===== config.mk =====
export PLATFORM = sky130hd
export DESIGN_NAME = condition_code_access_unit
export DESIGN_NICKNAME = d
export VERILOG_FILES = /design/src/hw/cc_access_pkg.sv /design/src/hw/condition_code_access_unit.sv
export SDC_FILE = /design/constraint.sdc
export NUM_CORES = 1
export LEC_CHECK = 0
export ABC_AREA = 0
export BUFFER_PORTS_ARGS = -buffer_cell sky130_fd_sc_hd__buf_2
export CAP_MARGIN = 40
export CORE_MARGIN = 1
export CORE_UTILIZATION = 45
export CTS_CLUSTER_SIZE = 25
export DETAILED_ROUTE_END_ITERATION = 8
export GPL_TIMING_DRIVEN = 0
export HOLD_SLACK_MARGIN = 0.05
export PLACE_DENSITY = 0.84
export SYNTH_ARGS = -nofsm -noshare
export SYNTH_HDL_FRONTEND = slang
export SYNTH_SLANG_ARGS = --single-unit

===== constraint.sdc =====
create_clock -name i_clk -period 3.8 [get_ports i_clk]
set_clock_uncertainty 0.2 [all_clocks]
set_input_delay 0.76 -clock i_clk [delete_from_list [all_inputs] [get_ports i_clk]]
set_output_delay 0.76 -clock i_clk [all_outputs]
set_load 0.02 [all_outputs]

===== src/hw/cc_access_pkg.sv =====
package cc_access_pkg;
   // Condition byte bit positions
   localparam int BIT_CC_HIGH = 7;
   localparam int BIT_CC_LOW = 6;
   localparam int BIT_ARITH = 5;
   localparam int BIT_STICKY = 4;
   localparam int BIT_ALT_BRANCH = 3;
   localparam int BIT_SIGNAL = 2;
   localparam int BIT_LOGIC = 1;
   localparam int BIT_FIRST_SCAN = 0;
   localparam int FLAG_W = 8;
   localparam int ACC_W = 32;
   // Selector codes
   localparam logic [15:0] SEL_LOAD = 16'h0001;
   localparam logic [15:0] SEL_SET = 16'h0002;
   localparam logic [15:0] SEL_CLEAR = 16'h0003;
   // Error identifier and reset values
   localparam logic [15:0] ERR_ID = 16'h1A49;
   localparam logic [7:0] FLAGS_RST = 8'h00;
   localparam logic [31:0] ACC_RST = 32'h00000000;
endpackage : cc_access_pkg


===== src/hw/condition_code_access_unit.sv =====
// What this block does
// - Bits 7 to 0 hold cc high, cc low, ovf, sticky ovf, alt branch, signal, logic, first scan.
// - The selector is the low word of accumulator two and only 1, 2 and 3 are valid.
// - Selector 1 copies accumulator one into the flag byte.
// - Selector 2 sets masked bits, selector 3 clears masked bits, other bits are kept.
// - After a set or clear the resulting flag byte is written back into accumulator one.
// - Every error-free access forces alternate branch to 0, signal level to 1 and first scan to 0.
// - A selector other than 1, 2 or 3 raises a runtime error.
// - Any set bit among 8 to 31 of accumulator one raises a runtime error.
// - On error, 1A49H goes to the low word of accumulator one and the handler is called.
// - Without an installed handler the unit enters the halted stop state.
// - With i_ce high, not halted and no flag byte access in the same cycle, the clear command zeroes all four accumulators and never errors.
`timescale 1ns/1ps
module condition_code_access_unit (
   // Clock and reset
   input wire logic i_clk,
   input wire logic i_rst_n,
   input wire logic i_ce,
   // Commands from the sequencer
   input wire logic i_flag_byte_access_cmd,
   input wire logic i_accumulator_clear_cmd,
   input wire logic i_handler_installed,
   input wire logic i_halt_release,
   // Accumulator load port
   input wire logic i_acc_wr,
   input wire logic [1:0] i_acc_sel,
   input wire logic [cc_access_pkg::ACC_W-1:0] i_acc_wdata,
   // Accumulators and flags
   output logic [cc_access_pkg::ACC_W-1:0] o_accumulator_one,
   output logic [cc_access_pkg::ACC_W-1:0] o_accumulator_two,
   output logic [cc_access_pkg::ACC_W-1:0] o_accumulator_three,
   output logic [cc_access_pkg::ACC_W-1:0] o_accumulator_four,
   output logic [cc_access_pkg::FLAG_W-1:0] o_condition_flags,
   // Error reporting
   output logic o_runtime_error_handler,
   output logic o_halted
);
   import cc_access_pkg::*;

   logic [ACC_W-1:0] acc_q [4];
   logic [FLAG_W-1:0] flags_q;
   logic err_call_q;
   logic halted_q;

   wire [15:0] acc_two_low_word = acc_q[1][15:0];
   wire [FLAG_W-1:0] operand = acc_q[0][FLAG_W-1:0];
   wire sel_ok = (acc_two_low_word == SEL_LOAD) || (acc_two_low_word == SEL_SET)
      || (acc_two_low_word == SEL_CLEAR);
   wire high_set = |acc_q[0][ACC_W-1:FLAG_W];
   wire op_err = !sel_ok || high_set;
   wire run = i_ce && !halted_q;
   wire do_access = run && i_flag_byte_access_cmd;
   wire do_clear = run && i_accumulator_clear_cmd && !i_flag_byte_access_cmd;
   wire [FLAG_W-1:0] raw_flags =
      (acc_two_low_word == SEL_LOAD) ? operand :
      (acc_two_low_word == SEL_SET) ? (flags_q | operand) :
      (flags_q & ~operand);
   wire [FLAG_W-1:0] force_clr = FLAG_W'((1 << BIT_ALT_BRANCH) | (1 << BIT_FIRST_SCAN));
   wire [FLAG_W-1:0] force_set = FLAG_W'(1 << BIT_SIGNAL);
   wire [FLAG_W-1:0] new_flags = (raw_flags & ~force_clr) | force_set;
   wire write_back = (acc_two_low_word != SEL_LOAD);
   wire load_en = run && i_acc_wr && !i_flag_byte_access_cmd && !i_accumulator_clear_cmd;
   wire do_err = do_access && op_err;
   wire do_update = do_access && !op_err;
   wire halt_now = do_err && !i_handler_installed;
   wire call_now = do_err && i_handler_installed;

   // Accumulators, one per entry
   for (genvar k = 0; k < 4; k++) begin : g_acc
      wire load_here = load_en && (i_acc_sel == 2'(k));
      wire is_first = (k == 0);
      always_ff @(posedge i_clk) begin
         if (!i_rst_n) begin
            acc_q[k] <= ACC_RST;
         end else if (do_err && is_first) begin
            acc_q[k][15:0] <= ERR_ID;
         end else if (do_update && write_back && is_first) begin
            acc_q[k] <= {{(ACC_W-FLAG_W){1'b0}}, new_flags};
         end else if (do_clear) begin
            acc_q[k] <= ACC_RST;
         end else if (load_here) begin
            acc_q[k] <= i_acc_wdata;
         end
      end
   end : g_acc

   // Flag byte, kept on error
   always_ff @(posedge i_clk) begin
      if (!i_rst_n) begin
         flags_q <= FLAGS_RST;
      end else if (do_access && !op_err) begin
         flags_q <= new_flags;
      end
   end

   // Handler call pulse
   always_ff @(posedge i_clk) begin
      if (!i_rst_n) begin
         err_call_q <= 1'b0;
      end else if (i_ce) begin
         err_call_q <= call_now;
      end
   end

   // Stop state
   always_ff @(posedge i_clk) begin
      if (!i_rst_n) begin
         halted_q <= 1'b0;
      end else if (halt_now) begin
         halted_q <= 1'b1;
      end else if (i_ce && i_halt_release) begin
         halted_q <= 1'b0;
      end
   end

   assign o_accumulator_one = acc_q[0];
   assign o_accumulator_two = acc_q[1];
   assign o_accumulator_three = acc_q[2];
   assign o_accumulator_four = acc_q[3];
   assign o_condition_flags = flags_q;
   assign o_runtime_error_handler = err_call_q;
   assign o_halted = halted_q;

   property p_forced_bits;
      @(posedge i_clk) disable iff (!i_rst_n)
      (do_access && !op_err) |=> (flags_q[BIT_SIGNAL] && !flags_q[BIT_ALT_BRANCH]
         && !flags_q[BIT_FIRST_SCAN]);
   endproperty
   a_forced_bits: assert property (p_forced_bits) else $error("forced bits wrong");

   property p_err_id;
      @(posedge i_clk) disable iff (!i_rst_n)
      (do_access && op_err) |=> (acc_q[0][15:0] == ERR_ID && $stable(flags_q));
   endproperty
   a_err_id: assert property (p_err_id) else $error("error id missing");

   property p_halt;
      @(posedge i_clk) disable iff (!i_rst_n)
      (do_access && op_err && !i_handler_installed) |=> halted_q;
   endproperty
   a_halt: assert property (p_halt) else $error("no halt");

   property p_clear;
      @(posedge i_clk) disable iff (!i_rst_n)
      do_clear |=> (acc_q[0] == ACC_RST && acc_q[3] == ACC_RST && !err_call_q);
   endproperty
   a_clear: assert property (p_clear) else $error("clear failed");

   property p_write_back;
      @(posedge i_clk) disable iff (!i_rst_n)
      (do_access && !op_err && write_back) |=> (acc_q[0] == {24'h000000, flags_q});
   endproperty
   a_write_back: assert property (p_write_back) else $error("no write back");

   property p_sel_err;
      @(posedge i_clk) disable iff (!i_rst_n)
      (do_access && !sel_ok && i_handler_installed)
         |=> (err_call_q && acc_q[0][15:0] == ERR_ID);
   endproperty
   a_sel_err: assert property (p_sel_err) else $error("bad selector not flagged");

   property p_rsv_halt;
      @(posedge i_clk) disable iff (!i_rst_n)
      (do_access && sel_ok && high_set && !i_handler_installed)
         |=> (halted_q && !err_call_q);
   endproperty
   a_rsv_halt: assert property (p_rsv_halt) else $error("reserved bits missed");

   property p_load_flags;
      @(posedge i_clk) disable iff (!i_rst_n)
      (do_update && acc_two_low_word == SEL_LOAD)
         |=> (flags_q[BIT_CC_HIGH:BIT_STICKY] == $past(operand[BIT_CC_HIGH:BIT_STICKY])
         && flags_q[BIT_LOGIC] == $past(operand[BIT_LOGIC]));
   endproperty
   a_load_flags: assert property (p_load_flags) else $error("load lost bits");

   property p_load_keeps;
      @(posedge i_clk) disable iff (!i_rst_n)
      (do_update && acc_two_low_word == SEL_LOAD)
         |=> $stable(acc_q[0]);
   endproperty
   a_load_keeps: assert property (p_load_keeps) else $error("load changed acc one");

   property p_set_mask;
      @(posedge i_clk) disable iff (!i_rst_n)
      (do_update && acc_two_low_word == SEL_SET)
         |=> (flags_q[BIT_CC_HIGH:BIT_STICKY] == ($past(flags_q[BIT_CC_HIGH:BIT_STICKY])
         | $past(operand[BIT_CC_HIGH:BIT_STICKY])));
   endproperty
   a_set_mask: assert property (p_set_mask) else $error("set mask wrong");

   property p_clr_mask;
      @(posedge i_clk) disable iff (!i_rst_n)
      (do_update && acc_two_low_word == SEL_CLEAR)
         |=> (flags_q[BIT_CC_HIGH:BIT_STICKY] == ($past(flags_q[BIT_CC_HIGH:BIT_STICKY])
         & ~$past(operand[BIT_CC_HIGH:BIT_STICKY])));
   endproperty
   a_clr_mask: assert property (p_clr_mask) else $error("clear mask wrong");

   property p_err_high;
      @(posedge i_clk) disable iff (!i_rst_n)
      do_err
         |=> (acc_q[0][ACC_W-1:16] == $past(acc_q[0][ACC_W-1:16]));
   endproperty
   a_err_high: assert property (p_err_high) else $error("upper word changed");

   property p_good_quiet;
      @(posedge i_clk) disable iff (!i_rst_n)
      do_update
         |=> (!err_call_q && !halted_q);
   endproperty
   a_good_quiet: assert property (p_good_quiet) else $error("valid access flagged");

   property p_halt_holds;
      @(posedge i_clk) disable iff (!i_rst_n)
      (halted_q && !i_halt_release)
         |=> (halted_q && $stable(flags_q) && $stable(acc_q[0]));
   endproperty
   a_halt_holds: assert property (p_halt_holds) else $error("halt not held");

   property p_clear_rest;
      @(posedge i_clk) disable iff (!i_rst_n)
      do_clear
         |=> (acc_q[1] == ACC_RST && acc_q[2] == ACC_RST && $stable(flags_q));
   endproperty
   a_clear_rest: assert property (p_clear_rest) else $error("clear incomplete");
endmodule : condition_code_access_unit


# Yosys cells after proc, flatten, opt, wreduce, memory -nomap -nowiden
# Memories as Yosys holds them, arrays and structs flattened.
# Index checks and enable logic that the tools add are counted.
# totals
reg_bits,8
wordCells,106
output_inout_bits,138
memories,1
in_bits,42
mem_bits_rw,128
# mem_list
name,depth,word_bits,rd,rd_clocked_by_memory_dff,wr,line_no,rtl
acc_q,4,32,4,0,4,condition_code_access_unit.sv:40,logic [ACC_W-1:0] acc_q [4];
# classes
mux,50
eq_ne,7
bitwise_logic,16
reduce_logical,29
# ops
op,n
$mux 32,6
$mux 16,7
$mux 1,35
$eq 16x2->1 const B,2
$reduce_or 24->1,1
$logic_and 1x1->1,17
$eq 16x1->1 const B,1
$mux 8,2
$ne 16x1->1 const B,1
$or 1x1->1,13
$and 8x8->8,1
$not 8->8,1
$or 8x8->8,1
$logic_not 1->1,6
$eq 2x2->1 const B,2
$logic_or 1x1->1,3
$eq 2x1->1 const B,1
$logic_not 2->1,1
$reduce_bool 2->1,1

# Longest topological paths before layout
# Gate-level depths: netlist of run 1.
# An unclocked memory read counts as a cell.
# logic_depth
word_depth,16
mapped_depth,6
depth_no_buf,4

# Worst setup path before layout of run 1
# Ideal clock, no wire load.
# synth_path
path_kind,in2reg
from,input i_flag_byte_access_cmd
to,memory acc_q[3][0] (enable)
stages,3
t_arrival_ns,3.446
required_time_ns,3.134
setup_slack_ns,-0.311
n_path_buf,0
setup_ns,0.466
cell_sequence,nor3b_4 -> nand3_2 -> o21ai_0
# synth_lines
item,line_no,rtl
start: declaration,condition_code_access_unit.sv:20,"input wire logic i_flag_byte_access_cmd,"
end: declaration,condition_code_access_unit.sv:40,

==> results.py, run 1 <==
metrics = {
    "logic_synthesis": {
        "synth_warnings": 0,
        "synthTopCellsByCount": "edfxtp_1 (128), and2_1 (122), nand2_1 (23), clkbuf_1 (11)",
        "flip_flop_cell_with_the_highest_count_after_synthesis": "edfxtp_1",
        "synth_largest_type_area_fraction_pct": 70.20,
        "seq_area_frac_synth_pct": 73.13,
        "ys_top_cells_by_area": "edfxtp_1 (70%), and2_1 (14%), dfxtp_1 (2.9%), nand2_1 (1.6%), nor4_1 (0.91%)",
        "async_set_reset_flop_share_out_of_synthesis_pct": 0,
        "postSynthRegisterBits": 136,
        "synth_most_common_cell": "edfxtp_1",
        "synthesis.area_per_instance_sq_um": 14.72,
        "synth.cell_area_sq_mm": 0.005475,
        "synth_edf_count": 128,
        "syn_inst": 372,
        "netlist-cell-type-count": 41,
        "post-synth-top-area-cell": "edfxtp_1",
    },
    "cts": {
        "clk_transition_reported_paths_ns": 0.06,
        "cts_hold_buf": 0,
        "tritoncts": "done",
        "clock_latency_ns": 0.42,
        "cts.sink_count": 136,
        "cts_resized": 0,
        "buffer_levels_on_the_longest_clock_path": 2,
        "tritoncts.num_buffers": 17,
        "cts.htree.levels": 4,
        "clock-root-buffer": "clkbuf_16",
        "cts_setup_buffers": 0,
    },
    "place": {
        "place.detailed.hpwl_um": 10410,
        "place_ws_ns": 0.6580,
        "portBuffers": 177,
        "placedInstanceArea_sq_mm": 0.006653,
        "last_weighted_congestion_value_of_the_routability_driven_placer": 0.8241,
    },
    "worst_setup_path": {
        "worst-path-max-fanout": 17,
        "timing.critical_path.depth": 6,
        "ff2ff_path_depth": 5,
        "worstPathBufferInverterCount": 4,
        "crit_path_max_incr_delay_ns": 0.67,
        "cpMostUsedCell": "buf_2",
        "cp_slowest_cell": "nand2_1",
        "crit_family": "buffers and inverters",
        "cp.arrival_ns": 2.70,
        "worstSetupEndpointType": "flop",
        "worst_setup_path_start_kind": "input port",
        "critical_path_data_required_time_ns": 3.76,
        "setup.worst_path.class": "in -> reg",
        "timing.critical_path.cells": "buf_2 -> buf_2 -> inv_1 -> a21oi_1 -> nand2_1 -> buf_16",
    },
    "power_and_ir_drop": {
        "p_leak_nw": 3.154,
        "power_w": 0.003655,
        "worst_ir_drop_vdd_mv": 0.3560,
        "powerDensity_mw_per_mm2": 505.9,
    },
    "min_path": {
        "min-delay-path-class": "reg -> reg",
        "worst_hold_path.num_cells": 2,
    },
    "floorplanning": {
        "die_h_um": 112.3,
        "num_rows": 39,
        "die-width_um": 112.3,
        "boundaryPins": 180,
        "design.core.area_sq_mm": 0.01161,
        "die_area_sq_mm": 0.01261,
        "effective_utilization_at_floorplan_pct": 47.15,
    },
    "status": {
        "outcome": "finished with violations",
        "violations": "DRC",
    },
    "job": {
        "maxCapViolCount": 0,
    },
    "grt": {
        "antenna_found_initial": 0,
        "pin_count_of_the_biggest_net_entering_global_routing": 19,
        "grt_pass1_vias": 4049,
        "grt_overflow": 0,
        "grt_usage_pct": 23.39,
        "grt_first_pass_wirelength_um": 21530,
    },
    "layout": {
        "design_area_final_sq_mm": 0.007223,
        "synthToLayoutAreaGrowth_pct": 31.92,
        "ant_diodes": 0,
        "final_nets": 614,
        "drive_above_1_share_pct": 38.36,
        "finalCoreUtilization_pct": 62.20,
    },
    "timing": {
        "finalSetupViolCount": 0,
        "rsz_0062_raised_after_global_routing": "no",
        "timing_max_transition_violations_final": 0,
        "final.min_clock_period_ns": 2.739,
        "finalHoldViolations": 0,
        "worstMarginPinSlew_ns": 0.9259,
        "timing.slew.headroom_pct": 38.27,
        "achievable-frequency_mhz": 365.2,
        "finalWorstSetupSlack_ns": 1.061,
        "timing.final.crit_share_pct": 72.07,
        "final.hold.worst_slack_ns": 0.2459,
    },
    "route": {
        "drtPass1Iterations": 7,
        "detail_routed_via_count_per_cell": 5.296,
        "ant_nets": 0,
        "drt-initial-drc-count": 217,
        "route.final.wire_length_um": 14260,
        "drt_drc_violations_left": 9,
        "detail_route.wl_per_cell_um": 19.62,
        "num_vias": 3850,
    },
}
-- cell usage in the layout, fill, tap and decap left out, types with 2 or more instances in the layout --
| master | instances |
|---|---|
| o21ai_0 | 5 |
| buf_16 | 3 |
| nor2b_1 | 7 |
| clkbuf_1 | 16 |
| dfxtp_1 | 8 |
| o21ai_4 | 2 |
| bufinv_16 | 3 |
| nand2b_1 | 2 |
| inv_1 | 3 |
| nor4_2 | 3 |
| nor4_1 | 8 |
| buf_4 | 2 |
| nand2_1 | 23 |
| nand4_1 | 2 |
| nor2_1 | 2 |
| edfxtp_1 | 128 |
| conb_1 | 2 |
| clkbuf_16 | 17 |
| clkbuf_2 | 3 |
| o41ai_1 | 5 |
| buf_2 | 179 |
| a32oi_1 | 5 |
| and2_1 | 122 |
| clkinvlp_4 | 3 |
| clkinv_2 | 2 |
| nand3_1 | 2 |
| o21ai_1 | 5 |
-- path summary, 6_finish.rpt --
check	slack, ns	startpoint	end
max	1.06	i_rst_n	acc_q[2][4]
min	0.25	o_condition_flags[2]	o_condition_flags[2]
max reg2reg	1.09	acc_q[0][15]	acc_q[0][6]
min reg2reg	0.25	o_condition_flags[2]	o_condition_flags[2]
-- registers in the layout, summed over array words and instances, names as in the netlist --
name	count
o_halted	1
o_runtime_error_handler	1
o_condition_flags	6
acc_q	128
-- tightest hold or removal path, stage by stage, from the launching register on --
cell     delay (ns)
dfxtp_1        0.31
nand2_1        0.05
nand2_1        0.05
-- power by group --
part | internal (W) | leakage (nW) | total [W] | switching, W
logic | 0.0000900 | 1.46 | 0.000295 | 0.000205
clock network | 0.00102 | 0.268 | 0.00162 | 0.000594
registers | 0.00171 | 1.43 | 0.00174 | 0.0000317
total | 0.00282 | 3.15 | 0.00365 | 0.000831
-- layer usage --
layer / up-vias / GRT usage, % / share of wire (%)
li1: 1747 / - / -
met1: 1881 / 26.32 / 37
met2: 198 / 40.95 / 52
met3: 24 / 7.829 / 9.2
met4: 0 / 9.511 / 1.6
met5: - / 0 / 0
-- through the flow --
stage,std cells,TNS (ns)
3_3_place_gp,693,-124.75
4_1_cts,727,0
2_1_floorplan,373,-19.94
5_1_grt,727,0
3_5_place_dp,696,0
6_report,727,0
-- layout make-up --
cell class / instances / area (sq um)
Buffer: 18 / 81.33
Clock buffer: 22 / 444.2
Clock inverter: 9 / 126.4
Fill cell: 896 / 4390
Inverter: 3 / 11.26
Multi-Input combinational cell: 216 / 1409
Sequential cell: 136 / 4004
Tap cell: 143 / 178.9
Timing Repair Buffer: 180 / 968.4
-- cells by family (layout without fill, tap and decap cells) --
group / after synthesis / after routing / synth area share (%)
buf+inv: 21 / 232 / 1.691
other cells: 1 / 2 / 0.06849
simple gates: 182 / 182 / 20.75
compound gates: 31 / 31 / 4.205
flops: 136 / 136 / 73.13
xor+xnor: 1 / 1 / 0.1600
Power figures use the tool's default switching activity.
==> run 2, diff against run 1 <==
--- a/config.mk
+++ b/config.mk
@@ -5,16 +5,16 @@
 export SDC_FILE = /design/constraint.sdc
 export NUM_CORES = 1
 export LEC_CHECK = 0
-export ABC_AREA = 0
+export ABC_AREA = 1
 export BUFFER_PORTS_ARGS = -buffer_cell sky130_fd_sc_hd__buf_2
 export CAP_MARGIN = 40
 export CORE_MARGIN = 1
-export CORE_UTILIZATION = 45
+export CORE_UTILIZATION = 50
 export CTS_CLUSTER_SIZE = 25
 export DETAILED_ROUTE_END_ITERATION = 8
 export GPL_TIMING_DRIVEN = 0
 export HOLD_SLACK_MARGIN = 0.05
-export PLACE_DENSITY = 0.84
+export PLACE_DENSITY = 0.88
 export SYNTH_ARGS = -nofsm -noshare
 export SYNTH_HDL_FRONTEND = slang
 export SYNTH_SLANG_ARGS = --single-unit
==> constraint.sdc (replaced) <==
create_clock -name i_clk -period 2.55 [get_ports i_clk]
set_clock_uncertainty 0.2 [all_clocks]
set_input_delay 0.51 -clock i_clk [delete_from_list [all_inputs] [get_ports i_clk]]
set_output_delay 0.51 -clock i_clk [all_outputs]
set_load 0.02 [all_outputs]
==> results.py, run 2 <==
metrics = {
    "worst_setup_path": {
        "worst_r2r_startpoint": "o_halted",
        "worst_setup_path_start_kind": "flop",
        "cp.arrival_ns": 2.42,
        "reg2reg_slack_ns": 0.15,
        "worstPathBufferInverterCount": 4,
        "ff2ff_path_depth": 9,
        "crit_path_max_incr_delay_ns": 0.32,
        "crit_family": "simple AND/OR/NAND/NOR gates",
        "worstSetupEndpointType": "flop",
        "timing.critical_path.depth": 9,
        "critical_path_data_required_time_ns": 2.57,
        "end_point_of_the_critical_path": "acc_q[3][15]",
        "setup.worst_path.class": "reg -> reg",
        "cp_slowest_cell": "dfxtp_1",
        "crit_start": "o_halted",
        "worstReg2RegEnd": "acc_q[3][15]",
        "timing.critical_path.cells": "inv_1 -> nand2_1 -> nor2_2 -> nand3_1 -> inv_2 -> nand4_2 -> buf_4 -> nand2_4 -> buf_16",
        "worst-path-max-fanout": 20,
    },
    "timing": {
        "finalSetupViolCount": 0,
        "final.min_clock_period_ns": 2.405,
        "achievable-frequency_mhz": 415.8,
        "timing.final.crit_share_pct": 94.31,
        "timing_max_transition_violations_final": 0,
        "worstMarginPinSlew_ns": 0.7692,
        "timing.slew.headroom_pct": 48.53,
        "finalHoldViolations": 0,
        "final.hold.worst_slack_ns": 0.1048,
        "rsz_0062_raised_after_global_routing": "no",
    },
    "layout": {
        "layout_common_cells": "buf_2 (185), nor2_1 (129), edfxtp_1 (128)",
        "largest_register_ff_count": 128,
        "drive_above_1_share_pct": 39.22,
        "ant_diodes": 0,
        "synthToLayoutAreaGrowth_pct": 31.51,
        "largest_register": "acc_q",
        "final_nets": 699,
        "layout.cells.most_common": "buf_2",
        "final_cells": 804,
        "design_area_final_sq_mm": 0.007148,
    },
    "min_path": {
        "min-delay-path-class": "in -> reg",
    },
    "floorplanning": {
        "design.core.area_sq_mm": 0.01042,
        "die_area_sq_mm": 0.01129,
        "effective_utilization_at_floorplan_pct": 52.18,
        "die-width_um": 106.3,
        "num_rows": 37,
        "boundaryPins": 180,
        "die_h_um": 106.3,
    },
    "power_and_ir_drop": {
        "total_switching_power_w": 0.001250,
        "powerDensity_mw_per_mm2": 728.1,
        "power.sequential.fraction_pct": 49.7,
        "p_leak_nw": 3.365,
        "internal_power_component_w": 0.003954,
        "clockPowerShare_pct": 41.1,
        "worst_ir_drop_vdd_mv": 0.4439,
        "pwr-share-comb_pct": 9.2,
        "p_sw_share_pct": 24.02,
    },
    "route": {
        "drt-initial-drc-count": 322,
        "drt_drc_violations_left": 0,
        "detail_route.wl_per_cell_um": 17.55,
        "num_vias": 4059,
        "route.final.wire_length_um": 14110,
        "drtPass1Iterations": 6,
        "detail_routed_via_count_per_cell": 5.049,
        "ant_nets": 0,
    },
    "place": {
        "portBuffers": 177,
        "place.detailed.hpwl_um": 10240,
        "last_weighted_congestion_value_of_the_routability_driven_placer": 0.8503,
        "numPlacedInstances": 772,
        "placedInstanceArea_sq_mm": 0.006603,
    },
    "cts": {
        "clk_transition_reported_paths_ns": 0.06,
        "buffer_levels_on_the_longest_clock_path": 2,
        "cts.htree.levels": 4,
        "clock_latency_ns": 0.52,
        "clock-root-buffer": "clkbuf_8",
        "tritoncts": "done",
        "tritoncts.num_buffers": 17,
        "cts.sink_count": 136,
    },
    "logic_synthesis": {
        "ys_top_cells_by_area": "edfxtp_1 (71%), nor2_1 (8.9%), nand2_1 (3.8%), inv_1 (3.4%), dfxtp_1 (2.9%)",
        "postSynthRegisterBits": 136,
        "async_set_reset_flop_share_out_of_synthesis_pct": 0,
        "synth_warnings": 0,
        "post-synth-top-area-cell": "edfxtp_1",
        "synthesis.area_per_instance_sq_um": 11.97,
        "seq_area_frac_synth_pct": 73.66,
        "flip_flop_cell_with_the_highest_count_after_synthesis": "edfxtp_1",
        "synthTopCellsByCount": "nor2_1 (129), edfxtp_1 (128), nand2_1 (55), inv_1 (49), nor2_2 (23)",
        "syn_inst": 454,
        "netlist-cell-type-count": 25,
        "synth.cell_area_sq_mm": 0.005435,
        "synth_edf_count": 128,
        "synth_largest_type_area_fraction_pct": 70.72,
        "synth_most_common_cell": "nor2_1",
    },
    "grt": {
        "grt_pass1_vias": 4060,
        "grt_usage_pct": 26.08,
        "pin_count_of_the_biggest_net_entering_global_routing": 21,
        "grt_first_pass_wirelength_um": 21340,
        "antenna_found_initial": 0,
        "grt_overflow": 0,
    },
    "job": {
        "maxCapViolCount": 0,
    },
    "status": {
        "outcome": "finished clean",
    },
}
-- run 2: changes by cell type in the layout (fill, tap and decap cells not counted), sizes merged, moves of 7 or more --
cell,previous run,this run
nand3,3,10
and2,122,0
nor4,11,0
nand4,2,13
buf,184,198
nor2b,7,0
clkbuf,36,20
nor2,2,153
inv,3,50
nand2,23,56
-- run 2: cell type report --
class / instances / area, sq um
Inverter: 50 / 187.7
Fill cell: 759 / 3268
Multi-Input combinational cell: 253 / 1174
Tap cell: 136 / 170.2
Sequential cell: 136 / 4004
Clock buffer: 20 / 425.4
Buffer: 16 / 107.6
Timing Repair Buffer: 183 / 997.2
Clock inverter: 10 / 82.58
-- run 2: worst reg2reg max path, stage by stage, from the launching register on --
cell and delay, ns:
dfxtp_1 0.32, inv_1 0.08, nand2_1 0.06, nor2_2 0.18
nand3_1 0.19, inv_2 0.15, nand4_2 0.21, buf_4 0.28
nand2_4 0.21, buf_16 0.21
-- run 2: per-stage QoR --
stage / total power [W] / TNS (ns) / setup WS [ns] / utilization (%)
3_3_place_gp: 0.003068 / -69.25 / -0.8416 / 62.39
3_5_place_dp: 0.003108 / -22.69 / -0.4818 / 63.39
4_1_cts: 0.005222 / 0 / 0.04549 / 68.48
6_report: 0.005204 / 0 / 0.1451 / 68.62
2_1_floorplan: 0.002890 / 0 / 0.04733 / -
5_1_grt: 0.005356 / 0 / 0.00002376 / 68.62
-- run 2: worst min-delay path by stage --
stage,startpoint,endpoint,slack (ns),cells past startpoint
2_1_floorplan,o_condition_flags[1],o_condition_flags[1],0.36,2
3_3_place_gp,o_condition_flags[2],o_condition_flags[2],0.25,1
3_5_place_dp,o_condition_flags[2],o_condition_flags[2],0.26,1
4_1_cts,i_ce,o_runtime_error_handler,0.08,3
5_1_grt,i_acc_wdata[7],acc_q[0][7],0.1,3
6_report,i_acc_wdata[4],acc_q[0][4],0.10,3
-- run 2: kinds of logic after synthesis --
logic type,share of synthesized area (%)
AND/OR/NAND/NOR,19.13
flip-flops,73.66
buffers and inverters,5.387
AO/OA/AOI/OAI,1.588
XOR/XNOR,0.1612
other,0.06899
-- run 2: per-layer routing --
| metal | GRT usage (%) | routed length, um |
|---|---|---|
| met1 | 30.91 | 5455 |
| met2 | 44.11 | 7192 |
| met3 | 7.603 | 1112 |
| met4 | 11.41 | 353 |
| met5 | 0 | 0 |
-- run 2: what timing repair did --
action                                 in CTS  in global routing
pin swaps                                   0                  1
hold buffers                                1                  0
endpoints found under the hold margin       1                  0
resized for setup                           3                  3
setup endpoints to repair                  68                 49
buffers inserted                            0                  1
-- run 2: power groups by stage --
stage / Combinational, W / Sequential, W / Clock (W)
after CTS: 0.000478 / 0.00259 / 0.00216
after detailed placement: 0.000474 / 0.00263 / 0
after global routing: 0.000509 / 0.00260 / 0.00225
after floorplan: 0.000119 / 0.00277 / 0
final: 0.000478 / 0.00259 / 0.00214
after global placement: 0.000437 / 0.00263 / 0
